### config.mk
export PLATFORM = sky130hd
export DESIGN_NAME = atf_top
export DESIGN_NICKNAME = d
export VERILOG_FILES = /design/src/atf_pkg.sv /design/src/atf_top.sv
export SDC_FILE = /design/constraint.sdc
export NUM_CORES = 1
export LEC_CHECK = 0
export BUFFER_PORTS_ARGS = -buffer_cell sky130_fd_sc_hd__buf_2
export CAP_MARGIN = 20
export CORE_ASPECT_RATIO = 1.2
export CORE_MARGIN = 8
export CORE_UTILIZATION = 53
export DETAILED_ROUTE_END_ITERATION = 8
export GPL_TIMING_DRIVEN = 1
export PLACE_DENSITY = 0.84
export SYNTH_ARGS = -nofsm -noshare
export SYNTH_HDL_FRONTEND = slang
export SYNTH_SLANG_ARGS = --single-unit
### constraint.sdc
create_clock -name hclk -period 4.34 [get_ports hclk]
set_input_delay 0.651 -clock hclk [delete_from_list [all_inputs] [get_ports hclk]]
set_output_delay 0.651 -clock hclk [all_outputs]
set_load 0.02 [all_outputs]
### src/atf_pkg.sv
// package: register indices, field layouts, modes and states of the converter timing block
package atf_pkg;
    // ==========================================================
    // register indices (byte address is four times the index)
    localparam logic [13:0] IDX_FILT_L = 14'h1d14;
    localparam logic [13:0] IDX_FILT_H = 14'h1d15;
    localparam logic [13:0] IDX_RCNT = 14'h1d19;
    localparam logic [13:0] IDX_RLIM = 14'h1d1a;
    localparam logic [13:0] IDX_RES_L = 14'h1d1d;
    localparam logic [13:0] IDX_RES_H = 14'h1d1e;
    localparam logic [13:0] IDX_ACQ_L = 14'h1d21;
    localparam logic [13:0] IDX_ACQ_H = 14'h1d22;
    localparam logic [13:0] IDX_CAP = 14'h1d23;
    localparam logic [13:0] IDX_PRE_L = 14'h1d24;
    localparam logic [13:0] IDX_PRE_H = 14'h1d25;
    localparam logic [13:0] IDX_CTRL = 14'h1d30;
    localparam logic [13:0] IDX_STAT = 14'h1d31;
    // ==========================================================
    // field widths and positions
    localparam int LEN_W = 13;
    localparam int CAP_W = 5;
    localparam int SUM_W = 18;
    localparam int CTRL_SRC_BIT = 0;
    localparam int CTRL_MODE_LSB = 1;
    localparam int CTRL_SHIFT_LSB = 4;
    // ==========================================================
    // reset values, counts and bus encodings
    localparam logic [7:0] RST_BYTE = 8'h00;
    localparam logic [15:0] RST_WORD = 16'h0000;
    localparam int ACQ_ZERO_TICKS = 8192;
    localparam logic [1:0] HTRANS_NONSEQ = 2'h2;
    localparam logic [1:0] HRESP_OKAY = 2'h0;
    // ==========================================================
    // computation modes
    typedef enum logic [2:0] {
        ATF_BASIC = 3'h0,
        ATF_ACCUM = 3'h1,
        ATF_AVG = 3'h2,
        ATF_BURST = 3'h3,
        ATF_LOW_PASS = 3'h4
    } atf_mode_t;
    // sequencer phases
    typedef enum logic [1:0] {
        ATF_IDLE = 2'h0,
        ATF_PRE = 2'h1,
        ATF_ACQ = 2'h2,
        ATF_CONV = 2'h3
    } atf_state_t;
    // controls handed to the analog core
    typedef struct packed {
        logic precharge;
        logic acquire;
        logic convert_start;
        logic [CAP_W-1:0] added_farads_field;
        logic divider_enable;
    } atf_analog_t;
endpackage

### src/atf_top.sv
// converter timing, repeat counting and filter registers behind an ahb-lite slave
//
// Function
// [RULE_01] 13-bit precharge length; zero skips precharge
// [RULE_02] 13-bit acquisition length counted in converter clocks
// [RULE_03] both zero: acquisition phase skipped
// [RULE_04] acquisition zero, precharge nonzero: 8192 clocks
// [RULE_05] count oscillator ticks when oscillator selected
// [RULE_06] 5-bit added capacitance, picofarads per step
// [RULE_07] 8-bit repeat limit triggers threshold check
// [RULE_08] 8-bit software-accessible trigger counter
// [RULE_09] counting only in filter, burst, average
// [RULE_10] accumulate modes: output is sum shifted right
// [RULE_11] low-pass mode: signed read-only filter output
// [RULE_12] 16-bit read/write result, reset to zero
// [RULE_13] multibyte registers reached byte by byte
// [RULE_14] source zero selects system clock and divider
// [RULE_15] running sum signed, sign-extended upper bits
// [RULE_16] counter increments per trigger, saturates or restarts
//
// Decided for this implementation: the AHB-Lite register port.
`timescale 1ns/1ps
module atf_top
    import atf_pkg::*;
#(
    parameter int ACQ_DEFAULT = atf_pkg::ACQ_ZERO_TICKS // ticks when acquisition length is zero
) (
    input wire logic hclk, // system clock, 125 MHz
    input wire logic hresetn, // asynchronous reset, active low
    input wire logic hsel, // slave select
    input wire logic [31:0] haddr, // byte address
    input wire logic [1:0] htrans, // transfer type
    input wire logic hwrite, // write when high
    input wire logic [2:0] hsize, // transfer size, word only
    input wire logic [31:0] hwdata, // write data
    input wire logic hready, // bus ready
    output logic [31:0] hrdata, // read data
    output logic hreadyout, // slave ready
    output logic [1:0] hresp, // always okay
    input wire logic conv_trigger, // start a conversion, one-cycle pulse
    input wire logic osc_tick, // one pulse per converter oscillator clock
    input wire logic conv_done, // analog core finished, one-cycle pulse
    input wire logic [15:0] conv_data, // signed sample from the core
    output atf_pkg::atf_analog_t analog, // controls to the analog core
    output logic threshold_check // repeat limit reached, one-cycle pulse
);
    import atf_pkg::*;

    // ==========================================================
    // bus slave
    logic pend; // data phase owed
    logic pend_wr; // owed phase is a write
    logic [13:0] pend_idx; // register index of owed phase
    wire accept = hsel && hready && hreadyout && (htrans == HTRANS_NONSEQ);
    wire do_wr = pend && pend_wr;
    wire [7:0] wb = hwdata[7:0];
    // per-byte write strobes, one per access name
    wire wr_rcnt = do_wr && (pend_idx == IDX_RCNT);
    wire wr_rlim = do_wr && (pend_idx == IDX_RLIM);
    wire wr_res_l = do_wr && (pend_idx == IDX_RES_L);
    wire wr_res_h = do_wr && (pend_idx == IDX_RES_H);
    wire wr_acq_l = do_wr && (pend_idx == IDX_ACQ_L);
    wire wr_acq_h = do_wr && (pend_idx == IDX_ACQ_H);
    wire wr_cap = do_wr && (pend_idx == IDX_CAP);
    wire wr_pre_l = do_wr && (pend_idx == IDX_PRE_L);
    wire wr_pre_h = do_wr && (pend_idx == IDX_PRE_H);
    wire wr_ctrl = do_wr && (pend_idx == IDX_CTRL);

    // the data phase always costs one wait state so hrdata can come from a flop
    always_ff @(posedge hclk or negedge hresetn) begin
        if (!hresetn) begin
            pend <= 1'b0;
            pend_wr <= 1'b0;
            pend_idx <= 14'h0000;
            hreadyout <= 1'b1;
        end else begin
            pend <= accept;
            hreadyout <= !accept;
            if (accept) begin
                pend_wr <= hwrite;
                pend_idx <= haddr[15:2];
            end
        end
    end
    assign hresp = HRESP_OKAY;

    // ==========================================================
    // software registers
    logic [LEN_W-1:0] bias_phase_length; // precharge length
    logic [LEN_W-1:0] acquisition_length; // acquisition length
    logic [CAP_W-1:0] added_sampling_farads; // extra capacitance
    logic [7:0] repeat_limit; // repeat limit field
    logic [7:0] repeat_counter; // trigger tally
    logic [15:0] sample_outcome; // sample result
    logic [15:0] filter_output; // filtered value
    logic clk_src; // 1 selects the dedicated oscillator
    logic [2:0] mode_bits; // computation mode
    logic [2:0] sum_shift_amount; // right shift of the running sum
    wire atf_mode_t mode = atf_mode_t'(mode_bits);

    // timing fields keep only their documented bits
    always_ff @(posedge hclk or negedge hresetn) begin
        if (!hresetn) begin
            bias_phase_length <= 13'h0000;
            acquisition_length <= 13'h0000;
            added_sampling_farads <= 5'h00;
            repeat_limit <= RST_BYTE;
            clk_src <= 1'b0;
            mode_bits <= 3'h0;
            sum_shift_amount <= 3'h0;
        end else begin
            if (wr_pre_l) bias_phase_length[7:0] <= wb; // RULE_01 RULE_13
            if (wr_pre_h) bias_phase_length[12:8] <= wb[4:0]; // RULE_01 RULE_13
            if (wr_acq_l) acquisition_length[7:0] <= wb; // RULE_02 RULE_13
            if (wr_acq_h) acquisition_length[12:8] <= wb[4:0]; // RULE_02 RULE_13
            if (wr_cap) added_sampling_farads <= wb[CAP_W-1:0]; // RULE_06
            if (wr_rlim) repeat_limit <= wb; // RULE_07
            if (wr_ctrl) begin
                clk_src <= wb[CTRL_SRC_BIT];
                mode_bits <= wb[CTRL_MODE_LSB +: 3];
                sum_shift_amount <= wb[CTRL_SHIFT_LSB +: 3];
            end
        end
    end

    // ==========================================================
    // conversion sequencer
    atf_state_t state; // current phase
    logic [LEN_W:0] ph_cnt; // ticks left in the phase
    // system clock counts every edge; the oscillator only on its ticks
    wire tick = clk_src ? osc_tick : 1'b1; // RULE_05
    wire start = (state == ATF_IDLE) && conv_trigger;
    wire ph_end = tick && (ph_cnt == 14'h0001);
    wire pre_on = (bias_phase_length != 13'h0000);
    wire acq_on = (acquisition_length != 13'h0000);
    // zero acquisition after a precharge stretches to the long default
    wire [LEN_W:0] acq_load = acq_on ? {1'b0, acquisition_length}
                                     : ACQ_DEFAULT[LEN_W:0]; // RULE_04
    wire finish = (state == ATF_CONV) && conv_done;

    // precharge and acquisition load their length on entry and count down on ticks
    always_ff @(posedge hclk or negedge hresetn) begin
        if (!hresetn) begin
            state <= ATF_IDLE;
            ph_cnt <= 14'h0000;
        end else begin
            case (state)
                ATF_IDLE: begin
                    if (start && pre_on) begin // RULE_01
                        state <= ATF_PRE;
                        ph_cnt <= {1'b0, bias_phase_length};
                    end else if (start && acq_on) begin // RULE_02
                        state <= ATF_ACQ;
                        ph_cnt <= acq_load;
                    end else if (start) begin // RULE_03
                        state <= ATF_CONV;
                    end
                end
                ATF_PRE: begin
                    if (ph_end) begin // RULE_04
                        state <= ATF_ACQ;
                        ph_cnt <= acq_load;
                    end else if (tick) begin
                        ph_cnt <= ph_cnt - 14'h0001;
                    end
                end
                ATF_ACQ: begin
                    if (ph_end) begin
                        state <= ATF_CONV;
                    end else if (tick) begin
                        ph_cnt <= ph_cnt - 14'h0001;
                    end
                end
                ATF_CONV: begin
                    if (conv_done) state <= ATF_IDLE;
                end
                default: state <= ATF_IDLE;
            endcase
        end
    end

    // ==========================================================
    // repeat counting and computation
    wire counts = (mode == ATF_LOW_PASS) || (mode == ATF_BURST) || (mode == ATF_AVG); // RULE_09
    wire [7:0] cnt_inc = repeat_counter + 8'h01;
    wire at_limit = start && counts && (cnt_inc == repeat_limit);
    logic signed [SUM_W-1:0] running_sum; // signed running sum
    wire signed [SUM_W-1:0] sample_ext = {{(SUM_W-16){conv_data[15]}}, conv_data}; // RULE_15
    wire signed [SUM_W-1:0] sum_shr = running_sum >>> sum_shift_amount;
    // low-pass keeps a leaky sum; the others add plainly
    wire signed [SUM_W-1:0] next_sum = (mode == ATF_LOW_PASS) ?
        running_sum - sum_shr + sample_ext : running_sum + sample_ext;

    // a trigger increment beats a software write in the same cycle
    always_ff @(posedge hclk or negedge hresetn) begin
        if (!hresetn) begin
            repeat_counter <= RST_BYTE;
            threshold_check <= 1'b0;
        end else begin
            threshold_check <= at_limit; // RULE_07
            if (start && counts) begin // RULE_08 RULE_16
                // low-pass holds at the limit, average and burst start over
                if (at_limit && mode != ATF_LOW_PASS) repeat_counter <= RST_BYTE;
                else if (repeat_counter != repeat_limit) repeat_counter <= cnt_inc;
            end else if (wr_rcnt) begin
                repeat_counter <= wb; // RULE_08
            end
        end
    end

    // sum and result move on conversion end; the result wins over a software write
    always_ff @(posedge hclk or negedge hresetn) begin
        if (!hresetn) begin
            running_sum <= 18'h00000;
            sample_outcome <= RST_WORD;
            filter_output <= RST_WORD;
        end else begin
            if (finish && mode != ATF_BASIC) running_sum <= next_sum; // RULE_15
            if (finish) sample_outcome <= conv_data; // RULE_12
            else if (wr_res_l) sample_outcome[7:0] <= wb; // RULE_12 RULE_13
            else if (wr_res_h) sample_outcome[15:8] <= wb; // RULE_12 RULE_13
            filter_output <= sum_shr[15:0]; // RULE_10 RULE_11
        end
    end

    // ==========================================================
    // outputs to the analog core and read mux
    wire [7:0] stat = {6'h00, state};
    wire [7:0] ctrl = {1'b0, sum_shift_amount, mode_bits, clk_src};
    wire [7:0] rd_byte =
        (pend_idx == IDX_FILT_L) ? filter_output[7:0] :
        (pend_idx == IDX_FILT_H) ? filter_output[15:8] :
        (pend_idx == IDX_RCNT) ? repeat_counter :
        (pend_idx == IDX_RLIM) ? repeat_limit :
        (pend_idx == IDX_RES_L) ? sample_outcome[7:0] :
        (pend_idx == IDX_RES_H) ? sample_outcome[15:8] :
        (pend_idx == IDX_ACQ_L) ? acquisition_length[7:0] :
        (pend_idx == IDX_ACQ_H) ? {3'h0, acquisition_length[12:8]} :
        (pend_idx == IDX_CAP) ? {3'h0, added_sampling_farads} :
        (pend_idx == IDX_PRE_L) ? bias_phase_length[7:0] :
        (pend_idx == IDX_PRE_H) ? {3'h0, bias_phase_length[12:8]} :
        (pend_idx == IDX_CTRL) ? ctrl :
        (pend_idx == IDX_STAT) ? stat : 8'h00;

    // analog controls are registered so they never glitch into the core
    always_ff @(posedge hclk or negedge hresetn) begin
        if (!hresetn) begin
            analog <= '0;
            hrdata <= 32'h00000000;
        end else begin
            analog.precharge <= (state == ATF_PRE);
            analog.acquire <= (state == ATF_ACQ);
            analog.convert_start <= (state == ATF_ACQ && ph_end) ||
                                    (start && !pre_on && !acq_on);
            analog.added_farads_field <= added_sampling_farads; // RULE_06
            analog.divider_enable <= !clk_src; // RULE_14
            if (pend && !pend_wr) hrdata <= {24'h000000, rd_byte}; // RULE_13
        end
    end
endmodule

==> results.toml <==
[timing]
slew_viol_final = 0
finalCritPeriodShare_pct = 96.1
whs_ns = 0.336
skew_ns = 0.00966
max_freq_mhz = 240
slew_headroom_pct = 24.3
finalSetupTns_ns = 0
worst_slew_pin_slew_ns = 1.13
period_needed_ns = 4.17
setup_viol = 0
hold_violations = 0
fin_ws_ns = 0.170

[pwr]
vdd_ir_drop_max_mv = 0.296
p_sw_share_pct = 34.5
pwr-share-clk_pct = 34.0
power_frac_comb_pct = 26.3
p_per_area_nw_per_um2 = 397
p_int_mw = 3.05
leakage_nw = 5.21
power_frac_seq_pct = 39.8
total_power_mw = 4.66
p_sw_mw = 1.61

[critical_path]
critPathKind = "reg -> reg"
worstPathMaxFanout = 19
max_stage_delay_ns = 0.51
path_cells = "buf_12 > buf_4 > nand2_1 > o21ai_0 > mux2i_1 > mux2i_2 > fa_1 > inv_1 > ha_1 > or3_4 > a2111oi_4 > buf_4 > o31ai_2 > a221oi_1 > buf_4 > xor2_1 > o221ai_1"
startpoint = "sum_shift_amount[0]"
worstPathArrival_ns = 4.46
cp.required_ns = 4.63
worstSetupEndpointType = "flop"
r2r_start = "sum_shift_amount[0]"
cp_slowest_cell = "fa_1"
path_buf_inv = 5
crit_family = "compound AO/OA/AOI/OAI gates"
critPathMostFrequentCell = "buf_4"
start_kind = "flop"

[yosys]
ys_ff_latch = 155
synth_top_area_share_pct = 36.5
syn_area_per_cell_um2 = 8.96
ys_seq_area_share_pct = 36.8
synth.distinct_cells = 81
synthTopCellsByArea = "dfrtp_1 37%, ha_1 5.2%, mux2_2 5.0%"
synth_top_cells_by_count = "154 x dfrtp_1, 138 x nand2_1, 99 x o21ai_0"
synth_edf_count = 0
syn-instance-count = 1178
yosys.area.top_type = "dfrtp_1"
ys_warn_count = 0
syn-cell-area_um2 = 10600
synth-main-ff-cell = "dfrtp_1"
async_flop_share_pct = 100
post-synth-top-count-cell = "dfrtp_1"

[outcome]
status = "completed"

[cts]
htreeDepth = 4
insertion_delay_ns = 0.44
clkSinkCount = 155
cts_made_buffers = 17
root_buffer = "clkbuf_16"
clk_pin_slew_ns = 0.07
clk_path_buf_depth = 2
cts_tree = "done"

[floorplanning]
start_util_pct = 54.0
die_height_um = 171
fp-row-count = 56
core_area_um2 = 19500
die_w_um = 145
die_area_um2 = 24700
num_io_pins = 138

[finish]
drive_gt1_share_pct = 14.7
syn2layout_area_growth_pct = 11.2
num-nets-final = 1385

[placed_design]
place_congestion = 0.942
place_ws_ns = 0.136
dp_hpwl_mm = 21.7
numPortBuffers = 66

[drt]
dr.pass1.iters = 8
num_vias = 9303
drtIter0Drc = 827
ant_nets = 0
wl_per_cell_um = 19.8
remaining_drc_errors = 0
drt-total-wl_mm = 29.7
routed_via_density = 6.18

[global_route]
first_global_vias = 9383
grt_max_degree = 107
overflow = 0
antenna_found_initial = 1
grt_pass1_wl_mm = 47.6
grt_usage_pct = 24.5

[job]
cap_viol_max_count = 0

[min_path]
worstHoldPathType = "in -> async"
-- worst reg2reg max path, stage by stage (launching register included) --
cell       delay [ns]
dfrtp_2          0.44
buf_12           0.17
buf_4            0.18
nand2_1          0.06
o21ai_0          0.12
mux2i_1          0.34
mux2i_2          0.18
fa_1             0.51
inv_1            0.04
ha_1             0.23
or3_4            0.42
a2111oi_4        0.28
buf_4            0.18
o31ai_2          0.09
a221oi_1         0.34
buf_4            0.18
xor2_1           0.16
o221ai_1         0.11
-- flip-flops by register name (all words and copies together) (netlist names), 8 cells and up --
register            count
running_sum            18
ph_cnt                 14
sample_outcome         16
hrdata                  8
pend_idx               14
acquisition_length     13
analog                  9
repeat_limit            8
bias_phase_length      13
repeat_counter          8
filter_output          16
-- kinds of logic (layout without fill, tap and decap cells) --
family / count (synthesis) / in the layout / synth area share, %
XOR/XNOR: 36 / 36 / 2.99
adder cells (fa/ha/maj): 62 / 62 / 8.63
other: 1 / 27 / 0.0355
multiplexers: 85 / 85 / 8.86
flip-flops: 155 / 155 / 36.8
AO/OA/AOI/OAI: 298 / 298 / 18.6
AND/OR/NAND/NOR: 372 / 372 / 17.1
buffers and inverters: 169 / 209 / 7.00
-- per-stage QoR --
step | utilization [%] | instance area (µm²) | instances
2_1_floorplan | - | 10600 | 1203
3_3_place_gp | 56.6 | 11100 | 1471
3_5_place_dp | 56.6 | 11100 | 1471
4_1_cts | 59.7 | 11700 | 1503
5_1_grt | 60.0 | 11700 | 1505
6_report | 60.0 | 11700 | 1505
-- layout by cell type (no fill, tap or decap), types with 33 or more instances in the layout --
cell type  instances
mux2i_1           33
nand2_1          138
inv_1             93
buf_2             65
ha_1              44
nor2_1            78
o21ai_0           96
a21oi_1           48
dfrtp_1          153
mux2_2            47
-- repair_timing --
item | CTS | global route
setup endpoints to repair | 0 | 4
buffers inserted | 0 | 1
hold buffers | 0 | 0
gates resized for setup | 0 | 12
-- power by group through the flow --
stage,Clock (mW),Combinational [mW],Sequential [mW]
2_1_floorplan,0,0.902,1.82
3_3_place_gp,0,1.15,1.86
3_5_place_dp,0,1.19,1.86
4_1_cts,1.59,1.21,1.84
5_1_grt,1.65,1.36,1.87
6_report,1.58,1.22,1.85
-- layer usage --
layer  vias up  track usage, %  share of wire, %
li1       4288               -                 -
met1      4457            27.1                37
met2       441            43.0                51
met3       117            4.41               6.9
met4         0            14.3               4.7
met5         -               0                 0
-- layout make-up --
type	count	area [µm²]
Multi-Input combinational cell	879	6070
Clock buffer	20	457
Inverter	93	349
Sequential cell	155	3880
Fill cell	1628	7820
Timing Repair Buffer	84	484
Clock inverter	12	161
Tap cell	261	327
Antenna cell	1	2.50
-- final timing paths --
kind                       slack [ns]         endpoint  depth (start not counted)
setup / recovery                 0.17  running_sum[15]                         17
hold / removal                   0.34        analog[8]                          1
setup reg to reg                 0.17  running_sum[15]                         17
hold reg to reg                  0.42        analog[3]                          0
max in group asynchronous        3.00  repeat_limit[2]                          2
min in group hclk                0.40      pend_idx[5]                          3
Power figures use the tool's default switching activity.
